===== config.mk =====
export PLATFORM = sky130hd
export DESIGN_NAME = timer8_period_pwm
export DESIGN_NICKNAME = d
export VERILOG_FILES = /design/src/hdl/timer8_pkg.sv /design/src/hdl/timer8_period_pwm.sv
export SDC_FILE = /design/constraint.sdc
export NUM_CORES = 1
export LEC_CHECK = 0
export BUFFER_PORTS_ARGS = -buffer_cell sky130_fd_sc_hd__clkbuf_2
export CORE_ASPECT_RATIO = 0.9
export CORE_MARGIN = 5
export CORE_UTILIZATION = 50
export DETAILED_ROUTE_END_ITERATION = 7
export HOLD_SLACK_MARGIN = 0.03
export PLACE_DENSITY = 0.81
export SYNTH_ARGS = -nofsm -noshare
export SYNTH_HDL_FRONTEND = slang
export SYNTH_SLANG_ARGS = --single-unit

===== constraint.sdc =====
create_clock -name clk_i -period 4.1 [get_ports clk_i]
set_input_delay 0.615 -clock clk_i [delete_from_list [all_inputs] [get_ports clk_i]]
set_output_delay 0.615 -clock clk_i [all_outputs]
set_load 0.01 [all_outputs]

===== src/hdl/timer8_pkg.sv =====
// Purpose: Constants and types for the 8-bit period/PWM timer.
// Assumes: Classic Wishbone slave, 32-bit data, one word per register.
// Notes: Timer clock sources arrive as asynchronous levels and are synchronised.
// Behaviour
// Control bits 7:4 pick timer clock: system, fast RC, slow RC, A0, A3, A4, comparator.
// The crystal oscillator is never offered as a timer clock source.
// Control bits 3:2 route the output waveform to pin A1, A2 or A3.
// Scale bits 6:5 pre-divide the selected clock by 1, 4, 16 or 64.
// Scaler bits 4:0 divide the prescaled clock further by value plus one.
// Counter is eight bits, counts up once per divided timer clock.
// Software loads the counter by writing count register and reads it back.
// In period mode, counter clears to zero when it reaches the bound value.
// Bound sets the period in period mode and pulse width in PWM modes.
// Period mode output is 50% square wave, period twice (bound+1) clocks.
// Period mode raises a timer interrupt event each period.
// PWM offers six-bit or eight-bit resolution.
// Control bit 1 set, scale bit 7 clear: 8-bit PWM, period 256.
// Control bit 1 set, scale bit 7 set: 6-bit PWM, period 64.
// Divided timer clock is offered to clock control as a system clock source.
// Period mode, control bit 1 clear: output toggles when counter hits bound.
// PWM counter wraps at 64 or 256; output high while count at or below bound.
// PWM output stays high all period when bound equals the resolution's top count.
package timer8_pkg;
    localparam logic [3:0] ADDR_CONTROL = 4'h0;
    localparam logic [3:0] ADDR_SCALE = 4'h4;
    localparam logic [3:0] ADDR_BOUND = 4'h8;
    localparam logic [3:0] ADDR_COUNT = 4'hC;
    localparam logic [3:0] ADDR_STATUS = 4'h0;
    localparam logic [3:0] ADDR_MASK = 4'h4;
    localparam logic ADDR_BANK_TIMER = 1'b0;
    localparam logic ADDR_BANK_IRQ = 1'b1;
    localparam int CTL_SRC_HI = 7;
    localparam int CTL_SRC_LO = 4;
    localparam int CTL_PIN_HI = 3;
    localparam int CTL_PIN_LO = 2;
    localparam int CTL_PWM_BIT = 1;
    localparam int SCL_RES6_BIT = 7;
    localparam int SCL_PRE_HI = 6;
    localparam int SCL_PRE_LO = 5;
    localparam int SCL_DIV_HI = 4;
    localparam int SCL_DIV_LO = 0;
    localparam logic [7:0] CONTROL_RESET = 8'h00;
    localparam logic [7:0] SCALE_RESET = 8'h00;
    localparam logic [7:0] BOUND_RESET = 8'h00;
    localparam logic [7:0] COUNT_RESET = 8'h00;
    localparam logic [7:0] TOP_PWM8 = 8'hFF;
    localparam logic [7:0] TOP_PWM6 = 8'h3F;
    localparam int SYNC_STAGES = 3;
    // Source codes; unlisted codes stop the timer.
    localparam logic [3:0] SRC_STOP = 4'h0;
    localparam logic [3:0] SRC_SYSCLK = 4'h1;
    localparam logic [3:0] SRC_FAST_RC = 4'h2;
    localparam logic [3:0] SRC_SLOW_RC = 4'h3;
    localparam logic [3:0] SRC_PORT_A0 = 4'h4;
    localparam logic [3:0] SRC_PORT_A3 = 4'h5;
    localparam logic [3:0] SRC_PORT_A4 = 4'h6;
    localparam logic [3:0] SRC_COMPARATOR = 4'h7;
    localparam logic [1:0] PIN_NONE = 2'h0;
    localparam logic [1:0] PIN_A1 = 2'h1;
    localparam logic [1:0] PIN_A2 = 2'h2;
    localparam logic [1:0] PIN_A3 = 2'h3;

    typedef struct packed {
        logic slow_internal_rc;
        logic fast_internal_rc;
        logic port_a_bit0;
        logic port_a_bit3;
        logic port_a_bit4;
        logic comparator;
    } clk_sources_t;

    typedef struct packed {
        logic port_a_bit1;
        logic port_a_bit2;
        logic port_a_bit3;
    } pin_out_t;
endpackage


===== src/hdl/timer8_period_pwm.sv =====
// Purpose: 8-bit up-counting timer with period and PWM modes.
// Assumes: External clock sources are slower than half of clk_i.
// Notes: Status bit 0 is the period event, cleared by writing a one.
`timescale 1ns/1ns
module timer8_period_pwm
    import timer8_pkg::*;
(
    // System
    input wire logic clk_i,
    input wire logic rst_i,
    input wire logic ce_i,
    // Wishbone slave
    input wire logic cyc_i,
    input wire logic stb_i,
    input wire logic we_i,
    input wire logic [4:0] adr_i,
    input wire logic [3:0] sel_i,
    input wire logic [31:0] dat_i,
    output logic [31:0] dat_o,
    output logic ack_o,
    // Timer clock sources
    input wire clk_sources_t src_i,
    // Outputs
    output pin_out_t pin_o,
    output pin_out_t pin_oe_o,
    output logic divided_timer_clock_o,
    output logic irq_o
);
    logic [7:0] control_r, scale_r, bound_r, count_r;
    logic status_r, mask_r;
    logic wave_r;
    logic [5:0] pre_r;
    logic [4:0] div_r;
    logic [SYNC_STAGES-1:0] sync_r [0:5];
    logic [5:0] stable_r;
    logic src_prev_r;
    logic [31:0] dat_nxt;

    // Source levels are synchronised; a change counts when stages two and three agree.
    genvar g;
    for (g = 0; g < 6; g++) begin : gen_sync
        always_ff @(posedge clk_i) begin
            if (rst_i) begin
                sync_r[g] <= '0;
                stable_r[g] <= 1'b0;
            end else if (ce_i) begin
                sync_r[g] <= {sync_r[g][SYNC_STAGES-2:0], src_i[g]};
                if (sync_r[g][1] == sync_r[g][2]) begin
                    stable_r[g] <= sync_r[g][2];
                end
            end
        end
    end

    // The crystal oscillator has no input at all, so it cannot be picked.
    wire [3:0] src_sel = control_r[CTL_SRC_HI:CTL_SRC_LO];
    wire is_sys = (src_sel == SRC_SYSCLK);
    wire src_level = (src_sel == SRC_SLOW_RC) ? stable_r[5] :
                     (src_sel == SRC_FAST_RC) ? stable_r[4] :
                     (src_sel == SRC_PORT_A0) ? stable_r[3] :
                     (src_sel == SRC_PORT_A3) ? stable_r[2] :
                     (src_sel == SRC_PORT_A4) ? stable_r[1] :
                     (src_sel == SRC_COMPARATOR) ? stable_r[0] : 1'b0;
    wire src_tick = is_sys | (src_level & ~src_prev_r);

    wire [1:0] pre_code = scale_r[SCL_PRE_HI:SCL_PRE_LO];
    wire [5:0] pre_top = (pre_code == 2'h0) ? 6'h00 :
                         (pre_code == 2'h1) ? 6'h03 :
                         (pre_code == 2'h2) ? 6'h0F : 6'h3F;
    wire pre_tick = src_tick && (pre_r == pre_top);
    wire [4:0] div_top = scale_r[SCL_DIV_HI:SCL_DIV_LO];
    wire tm_tick = pre_tick && (div_r == div_top);

    wire pwm_mode = control_r[CTL_PWM_BIT];
    wire res6 = scale_r[SCL_RES6_BIT];
    wire [7:0] pwm_top = res6 ? TOP_PWM6 : TOP_PWM8;
    wire [7:0] count_inc = count_r + 8'h01;
    wire hit_bound = (count_r == bound_r);
    wire [7:0] count_adv = pwm_mode ?
        ((count_r >= pwm_top) ? 8'h00 : count_inc) :
        (hit_bound ? 8'h00 : count_inc);
    wire period_evt = tm_tick && !pwm_mode && hit_bound;
    wire pwm_level = (count_r <= bound_r);
    wire wave = pwm_mode ? pwm_level : wave_r;

    wire bus_req = cyc_i && stb_i && !ack_o;
    wire wr_en = bus_req && we_i && sel_i[0];
    wire bank = adr_i[4];
    wire [3:0] reg_adr = adr_i[3:0];
    wire wr_control = wr_en && bank == ADDR_BANK_TIMER && reg_adr == ADDR_CONTROL;
    wire wr_scale = wr_en && bank == ADDR_BANK_TIMER && reg_adr == ADDR_SCALE;
    wire wr_bound = wr_en && bank == ADDR_BANK_TIMER && reg_adr == ADDR_BOUND;
    wire wr_count = wr_en && bank == ADDR_BANK_TIMER && reg_adr == ADDR_COUNT;
    wire wr_status = wr_en && bank == ADDR_BANK_IRQ && reg_adr == ADDR_STATUS;
    wire wr_mask = wr_en && bank == ADDR_BANK_IRQ && reg_adr == ADDR_MASK;

    always_comb begin
        dat_nxt = 32'h0000_0000;
        if (bank == ADDR_BANK_TIMER) begin
            unique case (reg_adr)
                ADDR_CONTROL: dat_nxt[7:0] = control_r;
                ADDR_SCALE: dat_nxt[7:0] = scale_r;
                ADDR_BOUND: dat_nxt[7:0] = bound_r;
                ADDR_COUNT: dat_nxt[7:0] = count_r;
                default: dat_nxt = 32'h0000_0000;
            endcase
        end else begin
            unique case (reg_adr)
                ADDR_STATUS: dat_nxt[0] = status_r;
                ADDR_MASK: dat_nxt[0] = mask_r;
                default: dat_nxt = 32'h0000_0000;
            endcase
        end
    end

    // Unmapped addresses ack with zero data so a stray access never hangs the bus.
    always_ff @(posedge clk_i) begin
        if (rst_i) begin
            ack_o <= 1'b0;
            dat_o <= 32'h0000_0000;
        end else if (ce_i) begin
            ack_o <= bus_req;
            dat_o <= dat_nxt;
        end
    end

    always_ff @(posedge clk_i) begin
        if (rst_i) begin
            control_r <= CONTROL_RESET;
            scale_r <= SCALE_RESET;
            bound_r <= BOUND_RESET;
            mask_r <= 1'b0;
        end else if (ce_i) begin
            if (wr_control) control_r <= dat_i[7:0];
            if (wr_scale) scale_r <= dat_i[7:0];
            if (wr_bound) bound_r <= dat_i[7:0];
            if (wr_mask) mask_r <= dat_i[0];
        end
    end

    // Prescaler and scaler reset on a count write so the new count gets a full tick.
    always_ff @(posedge clk_i) begin
        if (rst_i) begin
            src_prev_r <= 1'b0;
            pre_r <= 6'h00;
            div_r <= 5'h00;
        end else if (ce_i) begin
            src_prev_r <= src_level;
            if (wr_count || pre_r > pre_top) begin
                pre_r <= 6'h00;
            end else if (src_tick) begin
                pre_r <= pre_tick ? 6'h00 : pre_r + 6'h01;
            end
            if (wr_count || div_r > div_top) begin
                div_r <= 5'h00;
            end else if (pre_tick) begin
                div_r <= tm_tick ? 5'h00 : div_r + 5'h01;
            end
        end
    end

    always_ff @(posedge clk_i) begin
        if (rst_i) begin
            count_r <= COUNT_RESET;
            wave_r <= 1'b0;
        end else if (ce_i) begin
            if (wr_count) begin
                count_r <= dat_i[7:0];
            end else if (tm_tick) begin
                count_r <= count_adv;
            end
            if (period_evt) begin
                wave_r <= ~wave_r;
            end
        end
    end

    // The set wins over a write-one-to-clear in the same cycle.
    wire status_nxt = period_evt | (status_r & ~(wr_status & dat_i[0]));
    always_ff @(posedge clk_i) begin
        if (rst_i) begin
            status_r <= 1'b0;
            irq_o <= 1'b0;
        end else if (ce_i) begin
            status_r <= status_nxt;
            irq_o <= status_nxt & mask_r;
        end
    end

    wire [1:0] pin_sel = control_r[CTL_PIN_HI:CTL_PIN_LO];
    always_ff @(posedge clk_i) begin
        if (rst_i) begin
            pin_o <= '0;
            pin_oe_o <= '0;
            divided_timer_clock_o <= 1'b0;
        end else if (ce_i) begin
            pin_o <= {3{wave}};
            pin_oe_o <= {pin_sel == PIN_A1, pin_sel == PIN_A2, pin_sel == PIN_A3};
            divided_timer_clock_o <= tm_tick;
        end
    end
endmodule


After elaboration in Yosys (flattened, before gate mapping)
Memory sizes are Yosys's and may differ from the RTL's.
Index checks and enable logic that the tools add are counted.
{"block": "word_totals", "regBits": 92, "mem_bits_rw": 18, "output_inout_bits": 41, "wordCells": 147, "n_memories": 1}
{"block": "op_classes", "n_addsub": 3, "n_lt_le_gt_ge": 4, "n_eq_ne": 24, "muxes": 36, "n_bitwise": 16, "n_reduce_logical": 39}
{"name": "sync_r", "depth": 6, "width": 3, "read_ports": 6, "rd_clocked_by_memory_dff": 0, "wr": 6, "line_no": "timer8_period_pwm.sv:34", "rtl": "logic [SYNC_STAGES-1:0] sync_r [0:5];"}
{"op": "$mux 8", "count": 7}
{"op": "$mux 6", "count": 6}
{"op": "$pmux 8 s4", "count": 1}
{"op": "$reduce_and 2->1", "count": 14}
{"op": "$eq 4x3->1 const B", "count": 5}
{"op": "$mux 3", "count": 6}
{"op": "$logic_and 1x1->1", "count": 16}
{"op": "$mux 5", "count": 3}
{"op": "$mux 1", "count": 12}
{"op": "$add 8x1->8 const B", "count": 1}
{"op": "$eq 4x2->1 const B", "count": 2}
{"op": "$eq 4x4->1 const B", "count": 2}
{"op": "$eq 8x8->1", "count": 1}
{"op": "$ge 8x8->1", "count": 1}
{"op": "$le 8x8->1", "count": 1}
{"op": "$or 1x1->1", "count": 8}
{"op": "$add 6x1->6 const B", "count": 1}
{"op": "$eq 1x1->1", "count": 6}
{"op": "$eq 2x2->1 const B", "count": 3}
{"op": "$eq 6x6->1", "count": 1}
{"op": "$gt 6x6->1", "count": 1}
{"op": "$reduce_bool 2->1", "count": 3}
{"op": "$add 5x1->5 const B", "count": 1}
{"op": "$eq 5x5->1", "count": 1}
{"op": "other kinds (10)", "count": 19}

Depth between registers and ports, before layout
Gate-level depths: netlist of the first run.
{"block": "logic_depth", "word_depth": 15, "mapped_depth": 9, "ltp_nobuf": 9}

Worst setup path after synthesis of the first run
OpenSTA, ideal clock, no wires.
{"block": "synth_path", "kind": "flip-flop to flip-flop", "start": "reg scale_r[6]", "end": "reg pre_r[2]", "arrival_time_ns": 2.138, "required_ns": 4.017, "slack_ns": 1.879, "stages_incl_launch_ff": 9, "n_path_buf": 0, "path_cell_list": "dfxtp_1 > nand2_1 > ha_1 > and3_1 > nand4_2 > o21a_1 > a311oi_2 > a21oi_1 > o221ai_1"}
{"block": "synth_via", "elab_chain_len": 9, "word_cells_on_any_way": 15}
{"element": "start: declaration", "line_no": "timer8_period_pwm.sv:29", "rtl": "logic [7:0] control_r, scale_r, bound_r, count_r;"}
{"element": "start signal: assignment", "line_no": "timer8_period_pwm.sv:135", "rtl": "if (wr_scale) scale_r <= dat_i[7:0];"}
{"element": "$eq 2x2->1", "line_no": "timer8_period_pwm.sv:69", "rtl": "(pre_code == 2'h2) ? 6'h0F : 6'h3F;"}
{"element": "$mux 6", "line_no": "timer8_period_pwm.sv:69"}
{"element": "$mux 6", "line_no": "timer8_period_pwm.sv:68", "rtl": "(pre_code == 2'h1) ? 6'h03 :"}
{"element": "$mux 6 (*)", "line_no": "timer8_period_pwm.sv:67", "rtl": "wire [5:0] pre_top = (pre_code == 2'h0) ? 6'h00 :"}
{"element": "branches (longest 5 deep; another with $gt 6x6->1)"}
{"element": "end signal: assignment", "line_no": "timer8_period_pwm.sv:152", "rtl": "pre_r <= pre_tick ? 6'h00 : pre_r + 6'h01;"}
{"element": "end: declaration", "line_no": "timer8_period_pwm.sv:32", "rtl": "logic [5:0] pre_r;"}
Every way passes the cells marked *. The select of a mux whose other input is x is not followed.
A chain may end at the register's enable or synchronous reset.

Worst setup path in the final report of the first run
{"block": "layout_path", "start": "reg scale_r[5]", "end": "reg count_r[0]"}
{"block": "layout_via", "elab_chain_len": 9, "word_cells_on_any_way": 11}
{"element": "$eq 2x2->1", "line_no": "timer8_period_pwm.sv:69"}
{"element": "$mux 6", "line_no": "timer8_period_pwm.sv:69"}
{"element": "$mux 6", "line_no": "timer8_period_pwm.sv:68"}
{"element": "$mux 6 (*)", "line_no": "timer8_period_pwm.sv:67"}
{"element": "$eq 6x6->1 (*)", "line_no": "timer8_period_pwm.sv:70", "rtl": "wire pre_tick = src_tick && (pre_r == pre_top);"}
{"element": "$logic_and 1x1->1 (*)", "line_no": "timer8_period_pwm.sv:70"}
{"element": "$logic_and 1x1->1 (*)", "line_no": "timer8_period_pwm.sv:72", "rtl": "wire tm_tick = pre_tick && (div_r == div_top);"}
{"element": "$reduce_bool 2->1 (no source line) (*)"}
{"element": "$reduce_and 2->1 (no source line) (*)"}
{"element": "end signal: assignment", "line_no": "timer8_period_pwm.sv:168", "rtl": "count_r <= dat_i[7:0];"}
{"element": "end signal: assignment", "line_no": "timer8_period_pwm.sv:170", "rtl": "count_r <= count_adv;"}
{"element": "end: declaration", "line_no": "timer8_period_pwm.sv:29"}
Mark *: on every way between the ends. The rest lies on a longest branch, timed or not.

==> run_results.csv, run 1 <==
group,metric,value,unit
power,power_density,352,nW/um^2
final_layout,layout-drive-gt1-share,15.1,%
clock_network,cts_tree,"built",
die,coreArea,9250,sq um
clock_network,cts_resized,0,
routing,vias,4030,
setup_path,cp-start-kind,"register",
power,total_leakage_power,0.00207,uW
synth,netlist_instances,536,
routing,drc_errors,0,
clock_network,post_cts_buffers,0,
sta,fin_tns_setup,0,ns
synth,yosysWarnings,0,
synth,ys.flop_type,"dfxtp_1",
routing,first_pass_iters,5,
placement,port_buffers,42,
clock_network,clk_latency,0.37,ns
routing,antenna_left,0,
sta,clock_skew,0.00761,ns
synth,asyncSetResetFlopFracSynth,0,%
sta,drv_slew,0,
die,dieArea,11600,sq um
global_route,grt_first_pass_wirelength,18600,um
routing,dr.first_iter.drc_count,345,
setup_path,path_max_fanout,16,
routing,routedWlPerCell,16.6,um
setup_path,critPathMaxStageDelay,0.60,ns
synth,yosysSeqAreaShare,39.7,%
die,fp.dieW,113,um
setup_path,worstPathRequired,4.33,ns
setup_path,end_kind,"register",
die,io_pins,94,
sta,final-setup-viol-count,0,
placement,place_area,4980,sq um
sta,max_slew_margin,26.5,%
run,drv_cap,0,
power,power,1830,uW
clock_network,cts_hold_buf,0,
sta,setup_slack,1.26,ns
global_route,gr-total-overflow,0,
worst_hold_path,worstHoldPathType,"register to register",
clock_network,htreeDepth,3,
die,rows,33,
sta,hold_viol,0,
power,peakVddDrop,0.201,mV
global_route,grtUsageTotal,20.1,%
placement,place_ws,1.07,ns
final_layout,diodes,0,
sta,tightest_slew,1.10,ns
clock_network,numClockSinks,86,
synth,synth-edff-count,18,
setup_path,crit_chain,"nand2_1 > ha_1 > and3_1 > nand4_2 > a2111oi_4 > o21ai_2 > a221oi_1 > a211oi_2",
final_layout,design_area,5190,sq um
global_route,antenna_found_initial,0,
placement,dpl.hpwl,8370,um
die,initial_core_util,51.8,%
routing,wl,11500,um
global_route,grt_pass1_vias,3814,
sta,post-route-period-util,69.3,%
clock_network,cts.clk_slew.worst_paths,0.10,ns
sta,rsz0062_at_grt,"no",
clock_network,clockRootBuffer,"clkbuf_8",
synth,avgSynthCellArea,8.94,sq um
sta,fin_crit,2.84,ns
placement,place_congestion,0.919,
final_layout,fillers,829,
routing,viasPerCell,5.82,
die,die_h,103,um
synth,ys_seq_elements,86,
final_layout,area_growth,8.25,%
clock_network,cts_made_buffers,9,
run_status,outcome,"completed",
final_layout,final_nets,643,
final_layout,utilization,56.1,%
synth,synthDistinctLibCells,61,
setup_path,critPathKind,"register to register",
clock_network,clock_path_buffers,2,
global_route,grt_max_degree,46,
setup_path,cp_slowest_cell,"a2111oi_4",
synth,synth.cell_area,4790,sq um
setup_path,critPathArrivalTime,3.08,ns
sta,max_freq,0.352,GHz
==> placed cells by master, fill, tap and decap left out, drive strengths merged, types with 2 or more instances in the layout <==
cell     instances
a221oi           2
nand4b           2
ha              24
nand2b          14
a211oi           4
a21oi           42
nor4b            2
o21ai           22
mux4             3
mux2i           22
a221o            3
edfxtp          18
nor2b            6
inv             26
o32ai            6
dfxtp           68
or2              4
conb            24
a21o            10
nor2            37
buf              5
o32a             2
nor4             2
nand2           54
nor3             9
clkinv           4
and3             6
a32o             2
or3b             2
nand3           34
o221ai           4
nand4            6
and2            21
a2111oi          2
o21a             4
nand3b           2
clkbuf          51
a22oi           10
==> per-layer routing <==
layer,wire length (um),GRT usage (%)
met1,4890,26.1
met2,5440,33.8
met3,952,4.81
met4,191,5.27
met5,0,0
==> worst paths after layout <==
kind	start	slack, ns	end	cells after the start
hold / removal	pin_oe_o[0]	0.47	pin_oe_o[0]	2
setup reg to reg	scale_r[5]	1.26	count_r[0]	8
hold reg to reg	pin_oe_o[0]	0.47	pin_oe_o[0]	2
setup / recovery	scale_r[5]	1.26	count_r[0]	8
==> where the power goes <==
group / leakage [uW] / switching, uW / internal (uW)
combinational: 0.00122 / 203 / 103
clock: 0.0000990 / 358 / 241
sequential: 0.000746 / 26.7 / 894
==> synthesized netlist by cell type (2+ instances only) <==
| master | instances | area, sq um |
|---|---|---|
| clkbuf_1 | 20 | 75.1 |
| a21o_1 | 10 | 75.1 |
| o221ai_1 | 4 | 35.0 |
| inv_1 | 24 | 90.1 |
| nor2b_1 | 6 | 37.5 |
| dfxtp_1 | 68 | 1360 |
| nand3b_1 | 2 | 15.0 |
| and3_1 | 6 | 37.5 |
| nand3_1 | 34 | 170 |
| a221oi_1 | 2 | 17.5 |
| buf_6 | 2 | 22.5 |
| nand2_1 | 54 | 203 |
| nor2_1 | 37 | 139 |
| and2_1 | 20 | 125 |
| ha_1 | 24 | 300 |
| a211oi_1 | 2 | 15.0 |
| or2_2 | 4 | 25.0 |
| o21ai_2 | 2 | 17.5 |
| o32ai_2 | 3 | 48.8 |
| o21a_1 | 4 | 30.0 |
| nand4b_1 | 2 | 17.5 |
| a221o_1 | 3 | 30.0 |
| mux2i_1 | 22 | 220 |
| a22oi_1 | 10 | 75.1 |
| mux4_2 | 3 | 67.6 |
| a21oi_1 | 42 | 210 |
| o32ai_1 | 3 | 26.3 |
| nand4_1 | 5 | 31.3 |
| nor4b_1 | 2 | 17.5 |
| o21ai_0 | 20 | 100 |
| buf_2 | 2 | 10.0 |
| nand2b_1 | 14 | 87.6 |
| a32o_1 | 2 | 20.0 |
| edfxtp_1 | 18 | 541 |
| nor3_1 | 9 | 45.0 |
| buf_4 | 26 | 195 |
==> cells by family (layout without fill, tap and decap cells) <==
| logic type | Yosys count | in the layout | share of synthesized area, % |
|---|---|---|---|
| AND/OR/NAND/NOR | 204 | 204 | 21.5 |
| AO/OA/AOI/OAI | 119 | 119 | 17.7 |
| flip-flops | 86 | 86 | 39.7 |
| buffers and inverters | 75 | 87 | 8.28 |
| multiplexers | 26 | 26 | 6.24 |
| adder cells (fa/ha/maj) | 24 | 24 | 6.27 |
| other | 1 | 24 | 0.0783 |
| XOR/XNOR | 1 | 1 | 0.183 |
==> layout make-up <==
| type | instances | area (sq um) | share of cell area [%] |
|---|---|---|---|
| Multi-Input combinational cell | 398 | 2590 | 49.9 |
| Sequential cell | 86 | 1900 | 36.7 |
| Timing Repair Buffer | 47 | 248 | 4.78 |
| Tap cell | 122 | 153 | 2.94 |
| Clock buffer | 9 | 124 | 2.39 |
| Inverter | 24 | 90.1 | 1.74 |
| Clock inverter | 7 | 80.1 | 1.54 |
==> critical path: cells and delay by family (launching register included) <==
family	cells	cell delay [ns]
AO/OA/AOI/OAI	4	1.38
adder cells (fa/ha/maj)	1	0.30
flip-flops	1	0.45
AND/OR/NAND/NOR	3	0.58
==> registers in the layout (all words and copies together), names as in the netlist, 3 cells and up <==
| register | count |
|---|---|
| stable_r | 6 |
| scale_r | 8 |
| dat_o | 8 |
| count_r | 8 |
| pre_r | 6 |
| control_r | 8 |
| sync_r | 18 |
| bound_r | 8 |
| div_r | 5 |
| pin_oe_o | 3 |
==> stage by stage <==
step | cells | hold slack [ns]
global route | 693 | 0.493
floorplan | 559 | 0.433
CTS | 693 | 0.473
detailed placement | 677 | 0.451
global placement | 677 | 0.444
finish | 693 | 0.470
(Power assumes the default switching activity.)
==> run 2, diff against run 1 <==
- clock period: 4.1 -> 2.83 ns (I/O delays scaled with it)
==> run 2 against run 1 <==
Compared with the run above: clock power rose by 48%; routed wire length up 1.1%; first-iteration DRC count increased by 0.87%; largest power group unchanged; sequential cell count is the same; core utilization up 0.80 points; clock skew up 0.0098 ns; final area grew 1.4%; worst hold slack got worse by 0.14 ns; maximum frequency is 12% higher; critical path type unchanged; sequential power grew 45%.
==> run_results.csv, run 2 (synthesis results as in run 1) <==
group,metric,value,unit
run_status,outcome,"completed",
worst_hold_path,worstHoldPathType,"primary input to register",
routing,wl,11600,um
power,peakVddDrop,0.332,mV
routing,viasPerCell,5.80,
setup_path,worstPathRequired,3.06,ns
clock_network,clock_path_buffers,2,
placement,dpl.hpwl,8730,um
die,fp.dieW,113,um
routing,vias,4073,
sta,hold_viol,0,
sta,post-route-period-util,89.7,%
setup_path,path_max_fanout,16,
final_layout,largest_reg_flops,18,
sta,max_freq,0.394,GHz
sta,rsz0062_at_grt,"no",
final_layout,utilization,56.9,%
sta,tightest_slew,0.816,ns
routing,antenna_left,0,
clock_network,clockRootBuffer,"clkbuf_8",
die,die_h,103,um
sta,clock_skew,0.0174,ns
die,initial_core_util,51.8,%
run,drv_cap,0,
routing,first_pass_iters,5,
placement,place_congestion,0.896,
final_layout,regMostFlops,"sync_r",
setup_path,critPathKind,"register to register",
clock_network,post_cts_buffers,0,
die,rows,33,
clock_network,cts_tree,"built",
final_layout,seqCellArea,1900,sq um
global_route,grt_first_pass_wirelength,19000,um
global_route,grt_pass1_vias,3977,
clock_network,clk_latency,0.36,ns
routing,dr.first_iter.drc_count,348,
setup_path,end_kind,"register",
final_layout,final_common_cell,"dfxtp_1",
global_route,gr-total-overflow,0,
sta,fin_tns_setup,0,ns
die,io_pins,94,
power,total_leakage_power,0.00212,uW
clock_network,cts_made_buffers,9,
sta,drv_slew,0,
setup_path,cp-start-kind,"register",
global_route,grtUsageTotal,20.2,%
routing,routedWlPerCell,16.5,um
final_layout,area_growth,9.79,%
die,coreArea,9250,sq um
power,power_density,515,nW/um^2
final_layout,multi_input_area,2590,sq um
final_layout,layout-drive-gt1-share,16.4,%
clock_network,cts_resized,0,
final_layout,final_nets,652,
global_route,antenna_found_initial,0,
final_layout,diodes,0,
clock_network,htreeDepth,3,
placement,port_buffers,42,
global_route,grt_max_degree,47,
sta,final-setup-viol-count,0,
setup_path,critPathArrivalTime,2.77,ns
clock_network,cts.clk_slew.worst_paths,0.11,ns
final_layout,final_cell_mix,"68 x dfxtp_1, 54 x nand2_1, 42 x a21oi_1, 42 x clkbuf_2, 37 x nor2_1",
clock_network,numClockSinks,86,
clock_network,cts_hold_buf,0,
sta,max_slew_margin,45.4,%
final_layout,fillers,833,
routing,drc_errors,0,
die,dieArea,11600,sq um
sta,fin_crit,2.54,ns
==> run 2: cell count changes in the layout (fill, tap and decap cells not counted), sizes merged <==
cell,previous run,this run
buf,5,14
clkinv,4,3
clkinvlp,1,0
inv,26,28
==> run 2: where the power goes <==
group          internal, uW  switching, uW  total [uW]
registers              1300           40.2        1340
clock network           357            527         884
logic                   181            307         488
total                  1830            874        2710
==> run 2: routing by layer <==
metal	GRT usage [%]	share of wire [%]	vias up	wire, um
met5	0	0	-	0
met4	6.65	2.1	0	245
met3	3.93	7.1	29	829
met2	35.2	49	180	5630
met1	25.5	42	1920	4900
li1	-	-	1944	-
==> run 2: final cells by class <==
class / count / share of cell area (%)
Clock buffer: 9 / 2.35
Sequential cell: 86 / 36.2
Timing Repair Buffer: 56 / 5.99
Tap cell: 122 / 2.90
Clock inverter: 7 / 1.64
Inverter: 24 / 1.71
Multi-Input combinational cell: 398 / 49.2
==> run 2: path summary, 6_finish.rpt <==
check,to,slack [ns],startpoint,cells after the start
worst min-delay path,sync_r[0][0],0.33,src_i[0],2
worst min register to register,pin_oe_o[0],0.47,pin_oe_o[0],2
worst max-delay path,count_r[0],0.29,scale_r[5],8
worst max register to register,count_r[0],0.29,scale_r[5],8
==> run 2: worst max-delay path: stages (launching register included) <==
cell,delay (ns)
dfxtp_1,0.41
nand2_1,0.11
ha_1,0.32
and3_1,0.22
nand4_2,0.24
a2111oi_4,0.41
o21ai_2,0.28
a221oi_1,0.35
a211oi_2,0.08
==> run 2: stage by stage <==
stage | total power [uW] | hold slack [ns] | setup slack [ns] | cell area (sq um) | cells
detailed placement | 1840 | 0.451 | 0.292 | 5050 | 686
global route | 2830 | 0.305 | 0.117 | 5260 | 702
CTS | 2720 | 0.314 | 0.296 | 5260 | 702
global placement | 1810 | 0.443 | 0.380 | 5050 | 686
finish | 2710 | 0.327 | 0.292 | 5260 | 702
floorplan | 1710 | 0.433 | 0.609 | 4880 | 559
==> run 3, diff against run 2 <==
- GPL_TIMING_DRIVEN: not set -> 0
==> run 3 against run 2 <==
Compared with the run above: clock skew down 0.00069 ns; maximum frequency down 4.7%; highest routed layer unchanged; largest power group unchanged; sequential cell count unchanged; clock power down 3.2%.
==> run_results.csv, run 3 (synthesis results as in run 1) <==
group,metric,value,unit
placement,place_congestion,0.961,
clock_network,cts.clk_slew.worst_paths,0.10,ns
clock_network,clk_latency,0.38,ns
routing,dr.first_iter.drc_count,433,
clock_network,clockRootBuffer,"clkbuf_8",
sta,fin_crit,2.66,ns
die,die_h,103,um
setup_path,worstPathRequired,3.12,ns
final_layout,fillers,850,
placement,port_buffers,41,
global_route,gr-total-overflow,0,
sta,clock_skew,0.0167,ns
final_layout,multi_input_area,2590,sq um
power,peakVddDrop,0.338,mV
routing,routedWlPerCell,17.1,um
global_route,grtUsageTotal,21.9,%
global_route,antenna_found_initial,0,
global_route,grt_max_degree,19,
clock_network,htreeDepth,3,
setup_path,critPathMaxStageDelay,0.44,ns
sta,tightest_slew,1.16,ns
clock_network,numClockSinks,86,
die,fp.dieW,113,um
setup_path,critPathArrivalTime,2.95,ns
die,io_pins,94,
setup_path,path_max_fanout,9,
die,initial_core_util,51.8,%
power,total_leakage_power,0.00224,uW
run,drv_cap,0,
power,power,2720,uW
routing,wl,12700,um
routing,drc_errors,0,
sta,rsz0062_at_grt,"yes",
final_layout,area_growth,13.7,%
die,dieArea,11600,sq um
setup_path,cp_slowest_cell,"dfxtp_1",
clock_network,cts_tree,"built",
placement,place_ws,0.155,ns
global_route,grt_pass1_vias,4024,
power,power_density,498,nW/um^2
global_route,grt_first_pass_wirelength,20100,um
routing,first_pass_iters,5,
routing,viasPerCell,5.77,
setup_path,crit_chain,"nand2_1 > ha_1 > and3_1 > nand4_2 > o21a_1 > a311oi_4 > a21oi_1 > o221ai_1",
setup_path,cp-start-kind,"register",
sta,max_freq,0.375,GHz
final_layout,final_common_cell,"dfxtp_1",
sta,post-route-period-util,94.1,%
run_status,outcome,"completed",
final_layout,final_nets,690,
clock_network,clock_path_buffers,2,
final_layout,diodes,0,
die,coreArea,9250,sq um
die,rows,33,
clock_network,cts_made_buffers,9,
sta,max_slew_margin,22.0,%
final_layout,utilization,58.9,%
setup_path,end_kind,"register",
routing,vias,4270,
sta,setup_slack,0.167,ns
final_layout,layout-drive-gt1-share,17.8,%
sta,drv_slew,0,
final_layout,seqCellArea,1900,sq um
final_layout,largest_reg_flops,18,
routing,antenna_left,0,
sta,hold_viol,0,
final_layout,regMostFlops,"sync_r",
setup_path,critPathKind,"register to register",
sta,final-setup-viol-count,0,
placement,dpl.hpwl,9430,um
final_layout,final_cell_mix,"68 x dfxtp_1, 54 x nand2_1, 42 x a21oi_1, 41 x clkbuf_2, 37 x nor2_1",
worst_hold_path,worstHoldPathType,"primary input to register",
## run 3: changes by cell type in the layout (fill, tap and decap cells not counted), moves of 2 or more
cell and change:
buf_2 +2, buf_4 +14, buf_6 +2, clkbuf_1 +20, clkinv_8 -3, inv_6 -2
inv_8 +2
## run 3: per-stage QoR
stage	TNS (ns)	hold WS, ns	cell area (sq um)	std cells
6_report	0	0.318	5450	740
5_1_grt	-0.0282	0.306	5450	740
4_1_cts	0	0.309	5420	738
3_5_place_dp	0	0.454	5240	722
3_3_place_gp	0	0.443	5240	722
2_1_floorplan	0	0.433	4880	559
## run 3: power by group
part / total (uW) / internal (uW) / switching [uW] / leakage, uW
Sequential: 1340 / 1300 / 41.0 / 0.000746
Combinational: 523 / 191 / 332 / 0.00140
Clock: 856 / 340 / 516 / 0.0000956
Total: 2720 / 1830 / 888 / 0.00224
## run 3: layout make-up
| type | count | share of cell area, % |
|---|---|---|
| plain buffers | 51 | 5.63 |
| clock buffers | 9 | 2.27 |
| clock inverters | 7 | 1.17 |
| inverters | 24 | 1.65 |
| multi-input cells | 398 | 47.5 |
| flip-flops and latches | 86 | 34.9 |
| well taps | 122 | 2.80 |
| repair buffers | 43 | 4.04 |
## run 3: critical path, delay by kind of cell (launching register included)
family                     cells  cell delay [ns]
adders and majority gates      1             0.30
and+or+nand+nor                3             0.67
AOI/OAI and AO/OA              4             1.16
DFF                            1             0.44
## run 3: final timing paths
path	startpoint	to	slack [ns]	cells past startpoint
worst max-delay path	scale_r[5]	pre_r[5]	0.17	8
worst min register to register	pin_oe_o[0]	pin_oe_o[0]	0.47	2
worst max register to register	scale_r[5]	pre_r[5]	0.17	8
worst min-delay path	src_i[3]	sync_r[3][0]	0.32	2
## run 3: layer usage
layer	vias to the layer above	global-route usage, %	part of all wire, %
li1	2023	-	-
met1	2018	29.0	42
met2	196	36.9	48
met3	33	4.23	8.4
met4	0	6.19	2.1
met5	-	0	0
## run 3: timing repair
item	4_1_cts	5_1_grt
hold buffers	0	0
buffers inserted	0	2
endpoints found under the setup margin	0	11
resized for setup	0	1
